**config.mk**
```make
export PLATFORM = sky130hd
export DESIGN_NAME = mcs_monitor
export DESIGN_NICKNAME = d
export VERILOG_FILES = /design/src/shared/mcs_pkg.sv /design/src/shared/mcs_word_if.sv /design/src/hw/mcs_byte_port.sv /design/src/hw/mcs_monitor.sv /design/src/hw/mcs_rate_timer.sv
export SDC_FILE = /design/constraint.sdc
export NUM_CORES = 1
export LEC_CHECK = 0
export BUFFER_PORTS_ARGS = -buffer_cell sky130_fd_sc_hd__clkbuf_2
export CAP_MARGIN = 25
export CORE_ASPECT_RATIO = 2
export CORE_MARGIN = 2
export CORE_UTILIZATION = 45
export CTS_CLUSTER_DIAMETER = 120
export CTS_CLUSTER_SIZE = 10
export DETAILED_ROUTE_END_ITERATION = 12
export PLACE_DENSITY = 0.73
export REMOVE_ABC_BUFFERS = 1
export SETUP_SLACK_MARGIN = 0.02
export SYNTH_ARGS = -nofsm -noshare
export SYNTH_HDL_FRONTEND = slang
export SYNTH_SLANG_ARGS = --single-unit
```
**constraint.sdc**
```tcl
create_clock -name CLOCK -period 11.35 [get_ports CLOCK]
set_clock_uncertainty 0.05 [all_clocks]
set_input_delay 1.7025 -clock CLOCK [delete_from_list [all_inputs] [get_ports CLOCK]]
set_output_delay 1.7025 -clock CLOCK [all_outputs]
set_load 0.03 [all_outputs]
```
**src/shared/mcs_pkg.sv**
```systemverilog
// mcs_pkg: register map, field positions, reset values and timing
// constants of the monitor configuration and status block.
// assumes a single 25 MHz core clock.
package mcs_pkg;

  // ---------------------------------------------------------------
  // register pointers
  // ---------------------------------------------------------------
  localparam logic [7:0] PTR_CFG_VOLT = 8'h00;
  localparam logic [7:0] PTR_CFG_TEMP = 8'h01;
  localparam logic [7:0] PTR_FLAGS    = 8'h02;

  // ---------------------------------------------------------------
  // shunt/bus measurement configuration fields
  // ---------------------------------------------------------------
  localparam int VC_RESET_BIT   = 15;
  localparam int VC_ONESHOT_BIT = 14;
  localparam int VC_RANGE_BIT   = 13;
  localparam int VC_GAIN_LSB    = 11;
  localparam int VC_BUS_LSB     = 7;
  localparam int VC_SHUNT_LSB   = 3;
  localparam int VC_MODE_LSB    = 0;
  localparam logic [15:0] VC_RESET_VAL   = 16'h399F;
  localparam logic [15:0] VC_STORED_MASK = 16'h3FFF;

  // ---------------------------------------------------------------
  // temperature configuration fields
  // ---------------------------------------------------------------
  localparam int TC_AUTO_BIT  = 15;
  localparam int TC_EN_LSB    = 11;
  localparam int TC_CORR_BIT  = 10;
  localparam int TC_RATE_LSB  = 7;
  localparam int TC_PIN_BIT   = 2;
  localparam int TC_PMODE_LSB = 0;
  localparam logic [15:0] TC_RESET_VAL   = 16'hFF80;
  localparam logic [15:0] TC_STORED_MASK = 16'hFF83;
  localparam logic [2:0]  RATE_FASTEST   = 3'b111;

  // ---------------------------------------------------------------
  // status flag positions
  // ---------------------------------------------------------------
  localparam int FL_VOLT_LSB  = 11;  // shunt+, shunt-, bus+, bus-, power
  localparam int FL_TEMP_LSB  = 8;   // local, remote 1, remote 2
  localparam int FL_VDONE_BIT = 6;
  localparam int FL_TDONE_BIT = 5;
  localparam logic [15:0] FL_RESET_VAL = 16'h0000;

  // ---------------------------------------------------------------
  // timing: slowest temperature period and per-channel slot
  // ---------------------------------------------------------------
  localparam longint CLK_HZ         = 25_000_000;
  localparam longint SLOW_PERIOD_S  = 16;   // 0.0625 conversions/s
  localparam int     SLOT_SHIFT     = 7;    // 16 s / 128 = 0.125 s
  localparam int unsigned BASE_CYCLES = 32'(SLOW_PERIOD_S * CLK_HZ);

  // converter engine states
  typedef enum logic {ENG_IDLE, ENG_BUSY} mcs_eng_type;

  // converter field decode: {sample bits(4), log2 averages(3)}
  function automatic logic [6:0] conv_decode(input logic [3:0] f);
    logic [6:0] r;
    r = 7'h00;
    if (!f[3]) begin
      r = {4'h9 + {2'b00, f[1:0]}, 3'h0};  // bit 2 ignored
    end else begin
      r = {4'hC, f[2:0]};                  // 12-bit, 1..128 averages
    end
    return r;
  endfunction : conv_decode

endpackage : mcs_pkg

```
**src/shared/mcs_word_if.sv**
```systemverilog
// mcs_word_if: word-level register access between the byte port
// and the register core. assumes one clock shared by both ends.
`timescale 1ns/1ps
interface mcs_word_if;
  logic [7:0]  ptr;     // current register pointer
  logic        wr_stb;  // one-cycle pulse: full word written
  logic [15:0] wdata;   // word being written
  logic        rd_stb;  // one-cycle pulse: word captured for reading
  logic [15:0] rdata;   // word at the pointer

  modport port (output ptr, output wr_stb, output wdata,
                output rd_stb, input rdata);
  modport core (input ptr, input wr_stb, input wdata,
                input rd_stb, output rdata);
endinterface : mcs_word_if

```
**src/hw/mcs_byte_port.sv**
```systemverilog
// mcs_byte_port: pairs serial-bus bytes into 16-bit register words,
// high byte first, and splits read words the same way.
// assumes the serial bus front end delivers decoded byte strobes.
`timescale 1ns/1ps
module mcs_byte_port (
  input  wire logic       clk,
  input  wire logic       rst,
  input  wire logic       start,
  input  wire logic       ptr_wr,
  input  wire logic [7:0] ptr_in,
  input  wire logic       wr_byte_stb,
  input  wire logic [7:0] wr_byte,
  input  wire logic       rd_byte_stb,
  output logic      [7:0] rd_byte,
  mcs_word_if.port        bus
);

  logic [7:0]  ptr_r;
  logic        wphase_r;
  logic        rphase_r;
  logic [7:0]  whi_r;
  logic [7:0]  rlo_r;
  logic        wr_stb_r;
  logic [15:0] wdata_r;
  logic [7:0]  rd_byte_r;

  // ---------------------------------------------------------------
  // byte pairing
  // ---------------------------------------------------------------
  wire first_rd = rd_byte_stb && !rphase_r;

  // pointer, byte phases and assembled word
  always_ff @(posedge clk) begin
    if (rst) begin
      ptr_r     <= 8'h00;
      wphase_r  <= 1'b0;
      rphase_r  <= 1'b0;
      whi_r     <= 8'h00;
      rlo_r     <= 8'h00;
      wr_stb_r  <= 1'b0;
      wdata_r   <= 16'h0000;
      rd_byte_r <= 8'h00;
    end else begin
      wr_stb_r <= 1'b0;
      if (start || ptr_wr) begin
        wphase_r <= 1'b0;  // new transfer restarts at high byte
        rphase_r <= 1'b0;
      end
      if (ptr_wr) ptr_r <= ptr_in;
      if (wr_byte_stb && !wphase_r) begin
        whi_r    <= wr_byte;
        wphase_r <= 1'b1;
      end else if (wr_byte_stb) begin
        wdata_r  <= {whi_r, wr_byte};
        wr_stb_r <= 1'b1;
        wphase_r <= 1'b0;
      end
      if (first_rd) begin
        rd_byte_r <= bus.rdata[15:8];
        rlo_r     <= bus.rdata[7:0];
        rphase_r  <= 1'b1;
      end else if (rd_byte_stb) begin
        rd_byte_r <= rlo_r;
        rphase_r  <= 1'b0;
      end
    end
  end

  assign bus.ptr    = ptr_r;
  assign bus.wr_stb = wr_stb_r;
  assign bus.wdata  = wdata_r;
  assign bus.rd_stb = first_rd;  // word captured here
  assign rd_byte    = rd_byte_r;

endmodule : mcs_byte_port

```
**src/hw/mcs_monitor.sv**
```systemverilog
// mcs_monitor: configuration and status core of a temperature and
// power monitor: measurement configuration, temperature
// configuration, limit flags, converter sequencing and pin control.
// assumes the serial front end delivers decoded byte strobes and the
// converters report results and limit compares at conversion end.
//
// Contract
// writing one to bit 15 restores all defaults; bit self-clears
// writing one to bit 14 issues one triggered conversion
// bus range bit 13: zero 16V, one 32V, default one
// gain bits 12-11 pick 40, 80, 160 or 320 mV, default 320
// bus setting bits 10-7, shunt setting bits 6-3, same encoding
// top bit zero: third bit ignored, low bits give 9 to 12 bits
// top bit one: 1000 one sample, then 2 to 128 averages
// mode field: power-down, triggered, off, continuous; default 111
// mode 000 aborts now; mode 100 finishes current conversion
// triggered modes stay down until one-shot or temperature trigger
// continuous bit runs temperature; else one-shot or shut down
// bits 14-11 enable remote 3,2,1 and local; bit 10 correction
// rate bits 9-7 double per step from 0.0625 to 8 per second
// effective rate is limited by the number of enabled channels
// temperature core triggers voltage core at rate unless code 111
// bit 2 reads pin; bits 1-0 float, drive low or drive high
// latch mode holds flags until read; transparent follows limit
// host reads status once after setup to drop power-up flags
// status bits 15-11 show shunt, bus and power limit breaches
// local flag sets above limit plus half hysteresis, clears below
// remote flags also set on open diode, clear only without it
// voltage ready sets at end, clears on one-shot or status read
// separate alert mode bit: zero transparent, one latching
// registers are 16 bits, moved as two bytes, high first
// unused status and temperature bits read zero, ignore writes
`timescale 1ns/1ps
module mcs_monitor #(
  parameter int unsigned BASE_PERIOD_CYCLES = mcs_pkg::BASE_CYCLES
) (
  input  wire logic       CLOCK,
  input  wire logic       RST,
  // serial register access, byte level
  input  wire logic       START,
  input  wire logic       PTR_WR,
  input  wire logic [7:0] PTR_IN,
  input  wire logic       WR_BYTE_STB,
  input  wire logic [7:0] WR_BYTE,
  input  wire logic       RD_BYTE_STB,
  output logic      [7:0] RD_BYTE,
  // alert mode selection
  input  wire logic       ALERT_LATCH_MODE,
  // voltage converter
  output logic            VOLT_START,
  output logic            VOLT_ABORT,
  output logic            VOLT_POWERED,
  output logic            VOLT_SHUNT_EN,
  output logic            VOLT_BUS_EN,
  output logic            BUS_RANGE_32V,
  output logic      [1:0] SHUNT_GAIN,
  output logic      [3:0] BUS_RES_BITS,
  output logic      [2:0] BUS_AVG_LOG2,
  output logic      [3:0] SHUNT_RES_BITS,
  output logic      [2:0] SHUNT_AVG_LOG2,
  input  wire logic       VOLT_DONE,
  input  wire logic       SHUNT_OVER,
  input  wire logic       SHUNT_UNDER,
  input  wire logic       BUS_OVER,
  input  wire logic       BUS_UNDER,
  input  wire logic       POWER_OVER,
  // temperature converter
  output logic            TEMP_START,
  output logic            TEMP_ACTIVE,
  output logic      [3:0] TEMP_CH_EN,
  output logic            SERIES_CORR,
  input  wire logic       TEMP_DONE,
  input  wire logic       LOCAL_ABOVE_HI,
  input  wire logic       LOCAL_BELOW_LO,
  input  wire logic [1:0] REMOTE_ABOVE_HI,
  input  wire logic [1:0] REMOTE_BELOW_LO,
  input  wire logic [1:0] REMOTE_OPEN,
  // general-purpose pin
  input  wire logic       GPIO_I,
  output logic            GPIO_O,
  output logic            GPIO_OE
);

  // ---------------------------------------------------------------
  // byte port and word bus
  // ---------------------------------------------------------------
  mcs_word_if bus ();

  mcs_byte_port u_port (
    .clk         (CLOCK),
    .rst         (RST),
    .start       (START),
    .ptr_wr      (PTR_WR),
    .ptr_in      (PTR_IN),
    .wr_byte_stb (WR_BYTE_STB),
    .wr_byte     (WR_BYTE),
    .rd_byte_stb (RD_BYTE_STB),
    .rd_byte     (RD_BYTE),
    .bus         (bus)
  );

  logic [15:0]         vcfg_r;
  logic [15:0]         tcfg_r;
  logic [15:0]         flags_r;
  logic [15:0]         flags_nxt;
  mcs_pkg::mcs_eng_type vst_r;
  mcs_pkg::mcs_eng_type vst_nxt;
  mcs_pkg::mcs_eng_type tst_r;
  mcs_pkg::mcs_eng_type tst_nxt;

  // ---------------------------------------------------------------
  // write and read decode
  // ---------------------------------------------------------------
  wire wr_vcfg  = bus.wr_stb && (bus.ptr == mcs_pkg::PTR_CFG_VOLT);
  wire wr_tcfg  = bus.wr_stb && (bus.ptr == mcs_pkg::PTR_CFG_TEMP);
  wire rd_flags = bus.rd_stb && (bus.ptr == mcs_pkg::PTR_FLAGS);
  wire soft_rst = wr_vcfg && bus.wdata[mcs_pkg::VC_RESET_BIT];
  wire one_shot = wr_vcfg && !soft_rst
                  && bus.wdata[mcs_pkg::VC_ONESHOT_BIT];
  wire core_rst = RST || soft_rst;

  // configuration registers; reset and one-shot bits never stored
  always_ff @(posedge CLOCK) begin
    if (core_rst) begin
      vcfg_r <= mcs_pkg::VC_RESET_VAL & mcs_pkg::VC_STORED_MASK;
      tcfg_r <= mcs_pkg::TC_RESET_VAL;
    end else begin
      if (wr_vcfg) vcfg_r <= bus.wdata & mcs_pkg::VC_STORED_MASK;
      if (wr_tcfg) tcfg_r <= bus.wdata & mcs_pkg::TC_STORED_MASK;
    end
  end

  // ---------------------------------------------------------------
  // measurement configuration decode
  // ---------------------------------------------------------------
  wire [2:0] vmode  = vcfg_r[mcs_pkg::VC_MODE_LSB +: 3];
  wire       v_auto = vmode[2] && (vmode[1:0] != 2'b00);
  wire       v_trig = !vmode[2] && (vmode[1:0] != 2'b00);
  wire       v_pdn  = (vmode == 3'b000);
  wire [6:0] bus_dec   = mcs_pkg::conv_decode(
                           vcfg_r[mcs_pkg::VC_BUS_LSB +: 4]);
  wire [6:0] shunt_dec = mcs_pkg::conv_decode(
                           vcfg_r[mcs_pkg::VC_SHUNT_LSB +: 4]);

  // converter settings to the voltage core
  assign BUS_RANGE_32V  = vcfg_r[mcs_pkg::VC_RANGE_BIT];
  assign SHUNT_GAIN     = vcfg_r[mcs_pkg::VC_GAIN_LSB +: 2];
  assign BUS_RES_BITS   = bus_dec[6:3];
  assign BUS_AVG_LOG2   = bus_dec[2:0];
  assign SHUNT_RES_BITS = shunt_dec[6:3];
  assign SHUNT_AVG_LOG2 = shunt_dec[2:0];
  assign VOLT_SHUNT_EN  = vmode[0];
  assign VOLT_BUS_EN    = vmode[1];

  // ---------------------------------------------------------------
  // temperature configuration decode and rate timer
  // ---------------------------------------------------------------
  wire       t_auto  = tcfg_r[mcs_pkg::TC_AUTO_BIT];
  wire [3:0] t_en    = tcfg_r[mcs_pkg::TC_EN_LSB +: 4];
  wire       any_en  = (t_en != 4'h0);
  wire [2:0] t_rate  = tcfg_r[mcs_pkg::TC_RATE_LSB +: 3];
  wire [2:0] nch     = {2'b00, t_en[0]} + {2'b00, t_en[1]}
                     + {2'b00, t_en[2]} + {2'b00, t_en[3]};
  wire       t_tick;

  mcs_rate_timer #(
    .BASE_CYCLES (BASE_PERIOD_CYCLES)
  ) u_timer (
    .clk  (CLOCK),
    .rst  (core_rst),
    .run  (t_auto && any_en),
    .code (t_rate),
    .nch  (nch),
    .tick (t_tick)
  );

  assign TEMP_CH_EN  = t_en;
  assign SERIES_CORR = tcfg_r[mcs_pkg::TC_CORR_BIT];

  // voltage trigger from the temperature core
  wire temp_vtrig = t_tick && (t_rate != mcs_pkg::RATE_FASTEST)
                    && any_en;
  wire volt_trig  = v_trig && (one_shot || temp_vtrig);

  // ---------------------------------------------------------------
  // voltage converter sequencing
  // ---------------------------------------------------------------
  always_comb begin
    vst_nxt = vst_r;
    unique case (vst_r)
      mcs_pkg::ENG_IDLE: begin
        if (v_auto || volt_trig) vst_nxt = mcs_pkg::ENG_BUSY;
      end
      mcs_pkg::ENG_BUSY: begin
        if (v_pdn || VOLT_DONE) vst_nxt = mcs_pkg::ENG_IDLE;
      end
    endcase
  end

  // voltage engine state
  always_ff @(posedge CLOCK) begin
    if (core_rst) vst_r <= mcs_pkg::ENG_IDLE;
    else          vst_r <= vst_nxt;
  end

  // start, abort and power to the voltage converter
  assign VOLT_START   = (vst_r == mcs_pkg::ENG_IDLE)
                        && (v_auto || volt_trig) && !core_rst;
  assign VOLT_ABORT   = (vst_r == mcs_pkg::ENG_BUSY) && v_pdn;
  assign VOLT_POWERED = (vst_r == mcs_pkg::ENG_BUSY);

  // ---------------------------------------------------------------
  // temperature converter sequencing
  // ---------------------------------------------------------------
  wire t_go = any_en && (t_auto ? t_tick : one_shot);

  always_comb begin
    tst_nxt = tst_r;
    unique case (tst_r)
      mcs_pkg::ENG_IDLE: begin
        if (t_go) tst_nxt = mcs_pkg::ENG_BUSY;
      end
      mcs_pkg::ENG_BUSY: begin
        if (TEMP_DONE || !any_en) tst_nxt = mcs_pkg::ENG_IDLE;
      end
    endcase
  end

  // temperature engine state
  always_ff @(posedge CLOCK) begin
    if (core_rst) tst_r <= mcs_pkg::ENG_IDLE;
    else          tst_r <= tst_nxt;
  end

  assign TEMP_START  = (tst_r == mcs_pkg::ENG_IDLE) && t_go && !core_rst;
  assign TEMP_ACTIVE = (tst_r == mcs_pkg::ENG_BUSY);

  // ---------------------------------------------------------------
  // limit flags
  // ---------------------------------------------------------------
  wire       latch = ALERT_LATCH_MODE;
  wire [4:0] v_viol = {SHUNT_OVER, SHUNT_UNDER, BUS_OVER,
                       BUS_UNDER, POWER_OVER};
  wire [4:0] v_set  = {5{VOLT_DONE}} & v_viol;
  wire [4:0] v_old  = flags_r[mcs_pkg::FL_VOLT_LSB +: 5];
  wire [4:0] v_next = latch ? (v_set | (v_old & {5{!rd_flags}}))
                            : (VOLT_DONE ? v_viol : v_old);

  // temperature flags: local, remote 1, remote 2
  wire [2:0] t_gate = {3{TEMP_DONE}} & {t_en[0], t_en[1], t_en[2]};
  wire [2:0] t_hi   = {LOCAL_ABOVE_HI,
                       REMOTE_ABOVE_HI[0] || REMOTE_OPEN[0],
                       REMOTE_ABOVE_HI[1] || REMOTE_OPEN[1]};
  wire [2:0] t_lo   = {LOCAL_BELOW_LO,
                       REMOTE_BELOW_LO[0] && !REMOTE_OPEN[0],
                       REMOTE_BELOW_LO[1] && !REMOTE_OPEN[1]};
  wire [2:0] t_set  = t_gate & t_hi;
  wire [2:0] t_clr  = t_gate & t_lo & ~t_hi;
  wire [2:0] t_old  = flags_r[mcs_pkg::FL_TEMP_LSB +: 3];
  wire [2:0] t_next = latch ? (t_set | (t_old & {3{!rd_flags}}))
                            : (t_set | (t_old & ~t_clr));

  // conversion ready flags; a new completion wins over a clear
  wire vdone_next = VOLT_DONE || (flags_r[mcs_pkg::FL_VDONE_BIT]
                    && !rd_flags && !one_shot);
  wire tdone_next = TEMP_DONE || (flags_r[mcs_pkg::FL_TDONE_BIT]
                    && !rd_flags && !one_shot);

  always_comb begin
    flags_nxt = mcs_pkg::FL_RESET_VAL;
    flags_nxt[mcs_pkg::FL_VOLT_LSB +: 5] = v_next;
    flags_nxt[mcs_pkg::FL_TEMP_LSB +: 3] = t_next;
    flags_nxt[mcs_pkg::FL_VDONE_BIT]     = vdone_next;
    flags_nxt[mcs_pkg::FL_TDONE_BIT]     = tdone_next;
  end

  // status register
  always_ff @(posedge CLOCK) begin
    if (core_rst) flags_r <= mcs_pkg::FL_RESET_VAL;
    else          flags_r <= flags_nxt;
  end

  // ---------------------------------------------------------------
  // general-purpose pin and read mux
  // ---------------------------------------------------------------
  wire [1:0] pmode = tcfg_r[mcs_pkg::TC_PMODE_LSB +: 2];
  assign GPIO_OE = pmode[1];
  assign GPIO_O  = pmode[0];

  // temperature configuration with live pin level in bit 2
  wire [15:0] tcfg_view = tcfg_r | ({15'd0, GPIO_I}
                          << mcs_pkg::TC_PIN_BIT);

  assign bus.rdata =
    (bus.ptr == mcs_pkg::PTR_CFG_VOLT) ? vcfg_r    :
    (bus.ptr == mcs_pkg::PTR_CFG_TEMP) ? tcfg_view :
    (bus.ptr == mcs_pkg::PTR_FLAGS)    ? flags_r   : 16'h0000;

endmodule : mcs_monitor

```
**src/hw/mcs_rate_timer.sv**
```systemverilog
// mcs_rate_timer: periodic tick for the temperature core, doubling
// in rate per code step and stretched by the enabled channel count.
// assumes base_cycles is the period of code 000.
`timescale 1ns/1ps
module mcs_rate_timer #(
  parameter int unsigned BASE_CYCLES = mcs_pkg::BASE_CYCLES
) (
  input  wire logic       clk,
  input  wire logic       rst,
  input  wire logic       run,
  input  wire logic [2:0] code,
  input  wire logic [2:0] nch,
  output logic            tick
);

  if (BASE_CYCLES < 32'd1024) begin : g_chk
    $error("base period too short for rate divider");
  end

  localparam logic [31:0] SLOT = 32'(BASE_CYCLES >> mcs_pkg::SLOT_SHIFT);

  logic [31:0] cnt_r;
  logic [31:0] cnt_nxt;

  // ---------------------------------------------------------------
  // period: nominal, or channel slots if longer
  // ---------------------------------------------------------------
  wire [31:0] nominal   = 32'(BASE_CYCLES) >> code;
  wire [31:0] ch_period = 32'({29'd0, nch} * SLOT);
  wire [31:0] period    = (ch_period > nominal) ? ch_period
                                                : nominal;
  wire        wrap      = (cnt_r >= period - 32'd1);

  assign cnt_nxt = !run ? 32'd0 : (wrap ? 32'd0 : cnt_r + 32'd1);
  assign tick    = run && (cnt_r == 32'd0);

  // period counter
  always_ff @(posedge clk) begin
    if (rst) cnt_r <= 32'd0;
    else     cnt_r <= cnt_nxt;
  end

endmodule : mcs_rate_timer

```
==> run summary <==
The run finished with clean final reports. The worst hold path was traced through 2 stages. The width of the die is 96.5 um. The analysis attributes to net switching a power of 289 uW. The hold violation total from the final report came out at 0. The start point of the critical path is tcfg_r[11]$_SDFFE_PN1P_. The fraction of registers with async set or reset after synthesis came out at 0%. The tightest min-delay check is of the reg -> reg type.

The path with the worst hold slack has its endpoint at u_port.whi_r[6]$_SDFFE_PP0P_. The synthesized netlist contains 71 unique library cells. The post-detailed-route wirelength per cell came out at 19.9 um. The worst path required time came out at 11680 ps. The count of nets left with antenna violations once routing finished came out at 0. The startpoint-to-endpoint class of the critical path is reg -> reg.

Counting both buffers and inverters, the worst setup path holds a total of 2. The clock net in this run drives a total of 120 sinks. The transition time at the pin with the least slew margin came out at 992 ps. The setup slack of the most critical reg-to-reg path came out at 1820 ps. The fraction of power spent switching nets came out at 24.5%.

The top fanout value on the critical path came out at 32. The die covers 0.0182 sq mm. The worst register-to-register path ends at u_timer.cnt_r[29]$_SDFF_PP0_. The die is 189 um tall. The origin of the worst min-delay path is u_port.whi_r[6]$_SDFFE_PP0P_. The initial cell density of the core is 45.9%. The combined area of all synthesized cells came out at 0.00769 sq mm. The number of port buffers is 75. STA classifies the critical path startpoint as a flip-flop. For this run, the post-layout net count is 1120. The number of buffers added by the clock tree synthesis step is 25. The sequential share of the synthesized area is 31.2%. The TritonCTS clock tree is done. The remaining max-slew budget at the tightest pin is 33.3%. The maximum root-to-sink buffer count is 3.

The worst ir drop on vdd came out at 0.163 mV. The met3 track demand over resource is 3.34%. The final-layout fill cell count is 1601.

0 antenna diodes ended up in the layout. The clock share of power is 51.4%. The post-cts sizing count came out at 0.

The library cell with the largest summed area after synthesis is dfxtp_1. The post-route setup TNS came out at 0 ps. The fraction of layout instances using a drive strength above 1 came out at 14.2%. For the worst flop-to-flop path, the logic depth is 35. The sequential fraction of design power is 38.0%.

The final count of pins violating max slew came out at 0. The post-route core utilization came out at 52.7%. Among all flip-flop cells after synthesis, the most frequent one is dfxtp_1. The number of violations reported at the end of detailed-routing iteration 0 came out at 443.

The per-cell via count in the routed design came out at 6.03. Setup repair after global routing left no endpoint under its margin. In the routed design, unresolved DRC markers number 0. The smallest clock period supported by the final layout is computed as 9530 ps. The number of placed I/O pins is 78. The most frequent cell on the critical path is ha_1.

After global routing, the most crowded layer is met2. The slowest stage of the critical path is the a21oi_2 cell. The internal portion of total power came out at 890 uW. The count of final setup violators came out at 0. The buffer count from post-CTS setup fixing came out at 0.

The largest stage delay on the critical path is 580 ps. Clock latency on the worst-skew pair, taken at its later pin, is 460 ps. The data arrival time of the critical path came out at 9860 ps. The total number of H-tree levels came out at 4. The power per standard cell area came out at 133 mW/mm^2.

The largest net degree at the start of global routing came out at 39. Summed over all layers, the global routing overflow is 0. The clock transition time at the flip-flop clock pins of the worst setup and hold paths came out at 50 ps. The placed wire-length estimate came out at 18.8 mm. The standby leakage power is 3.91 nW. The via count of the first global-routing pass is 7415.

The routed wire length is 24.4 mm. After layout, the worst path uses 84.0% of the clock period. The detailed-route via count came out at 7397. The final weighted congestion of routability-driven global placement came out at 1.04. Synthesis produced a netlist whose cell count is 959. Row generation in the floorplan step produced 67 rows. The number of flip-flops and latches in the synthesized netlist came out at 120.

The number of buffers inserted for hold repair after clock tree synthesis is 0. The number of synthesized flops with an enable pin came out at 0. The wire length of the first global-routing pass is 38.1 mm. The top cell type by area accounts for 31.2% of the synthesized area.

The total global routing track utilization came out at 27.5%. Ranked by instance count, the synthesized netlist is headed by nand2_1, dfxtp_1, nor2_1, ha_1, a21oi_1. The global routing met1 resource utilization is 25.3%. Compared with the post-synthesis result, the final layout area differs by 14.7%. The worst setup path is captured at a flip-flop. The power share of the combinational group came out at 10.6%. Sorting the synthesized cells by area gives the leading types as dfxtp_1, ha_1, nand2_1. Max-cap violations in this run came to 0. The most used standard cell by instance count after synthesis is nand2_1. CTS placed an instance of clkbuf_16 at the clock tree root. The startpoint identified for the worst register-to-register timing path is tcfg_r[11]$_SDFFE_PN1P_. The met2 routing resource usage after global routing came out at 51.1%. The core outline area came out at 0.0168 sq mm. The synthesis warning total is 0. The number of antenna violations at the first check in global routing is 0. The kind of cell with the highest combined delay on the critical path is compound AO/OA/AOI/OAI gates. Each instance of the synthesized netlist takes up on average 8.02 sq um. The first-pass iteration count of the detailed router came out at 5. Static timing analysis puts the maximum clock frequency at 0.105 GHz.
==> how the worst max path moves through the flow <==
stage	endpoint	slack [ps]	cells after the start
2_1_floorplan	u_timer.cnt_r[10]$_SDFF_PP0_	2870	33
6_report	u_timer.cnt_r[29]$_SDFF_PP0_	1820	35
3_5_place_dp	u_timer.cnt_r[3]$_SDFF_PP0_	1970	35
5_1_grt	u_timer.cnt_r[5]$_SDFF_PP0_	890	35
4_1_cts	u_timer.cnt_r[29]$_SDFF_PP0_	1920	35
3_3_place_gp	u_timer.cnt_r[6]$_SDFF_PP0_	2140	35
==> layout by cell type, fill, tap and decap left out, types with 5 or more instances in the layout <==
cell type and instances:
mux2i_1 17, a21oi_1 60, nor4_1 17, o211ai_1 10
clkbuf_2 75, nor2b_1 8, mux2_2 5, a21o_1 20
and2_1 10, a22oi_1 21, nand2b_1 6, clkbuf_16 25
o21ai_1 7, and3_1 13, nor3_1 16, nor2_1 107
o21ai_0 28, nand3_1 46, inv_1 25, a22o_1 16
xnor2_1 20, xor2_1 29, buf_4 8, a211oi_1 13
ha_1 65, nand4_1 17, nand2_1 125, or2_2 5
nand3b_1 5, dfxtp_1 120
==> registers in the layout (all words and copies together), names as in the netlist, 8 cells and up <==
register / cells
u_timer.cnt_r: 32
u_port.bus.wdata: 16
vcfg_r: 14
tcfg_r: 11
flags_r: 10
u_port.bus.ptr: 8
u_port.rd_byte: 8
u_port.rlo_r: 8
u_port.whi_r: 8
==> stage by stage <==
step | cells | total power, mW | worst slack [ps] | cell area [sq um] | hold WS (ps)
CTS | 1226 | 1.18 | 1920 | 8830 | 404
global placement | 1193 | 0.577 | 2140 | 8130 | 391
detailed placement | 1194 | 0.579 | 1970 | 8140 | 397
global route | 1226 | 1.21 | 886 | 8830 | 418
floorplan | 903 | 0.534 | 2870 | 7440 | 380
finish | 1226 | 1.18 | 1820 | 8830 | 405
==> cells by family after synthesis <==
logic type               after synthesis  share of synthesized area, %
AO/OA/AOI/OAI                        214                          18.7
XOR/XNOR                              50                          5.79
adder cells (fa/ha/maj)               67                          11.1
buffers and inverters                 83                          4.65
flip-flops                           120                          31.2
multiplexers                          22                          2.94
other                                  1                        0.0487
AND/OR/NAND/NOR                      402                          25.6
==> metal layers <==
layer,share of wire [%],vias to the layer above
met5,0,-
met4,8.9,0
met3,4.8,134
met2,54,329
met1,32,3399
li1,-,3535
==> layout make-up <==
type	count	area, sq um	share of cell area (%)
well taps	207	259	2.93
clock inverters	3	15.0	0.170
clock buffers	29	671	7.60
repair buffers	84	447	5.06
inverters	26	97.6	1.11
multi-input cells	757	4940	55.9
flip-flops and latches	120	2400	27.2
==> power groups by stage <==
stage                     clock [mW]  sequential [mW]  combinational (mW)
after detailed placement           0            0.456               0.123
final                          0.606            0.448               0.125
after global routing           0.629            0.449               0.137
after CTS                      0.609            0.448               0.124
after global placement             0            0.455               0.121
after floorplan                    0            0.459              0.0752
==> worst reg2reg max path: cells and delay by family (launching register included) <==
family	cells	cell delay, ps
adders and majority gates	7	2550
and+or+nand+nor	10	2260
xor gates and xnor gates	1	220
buffers and inverters	2	330
AOI/OAI and AO/OA	15	3610
DFF	1	450
Note: power is estimated with default switching activity, not from simulation.
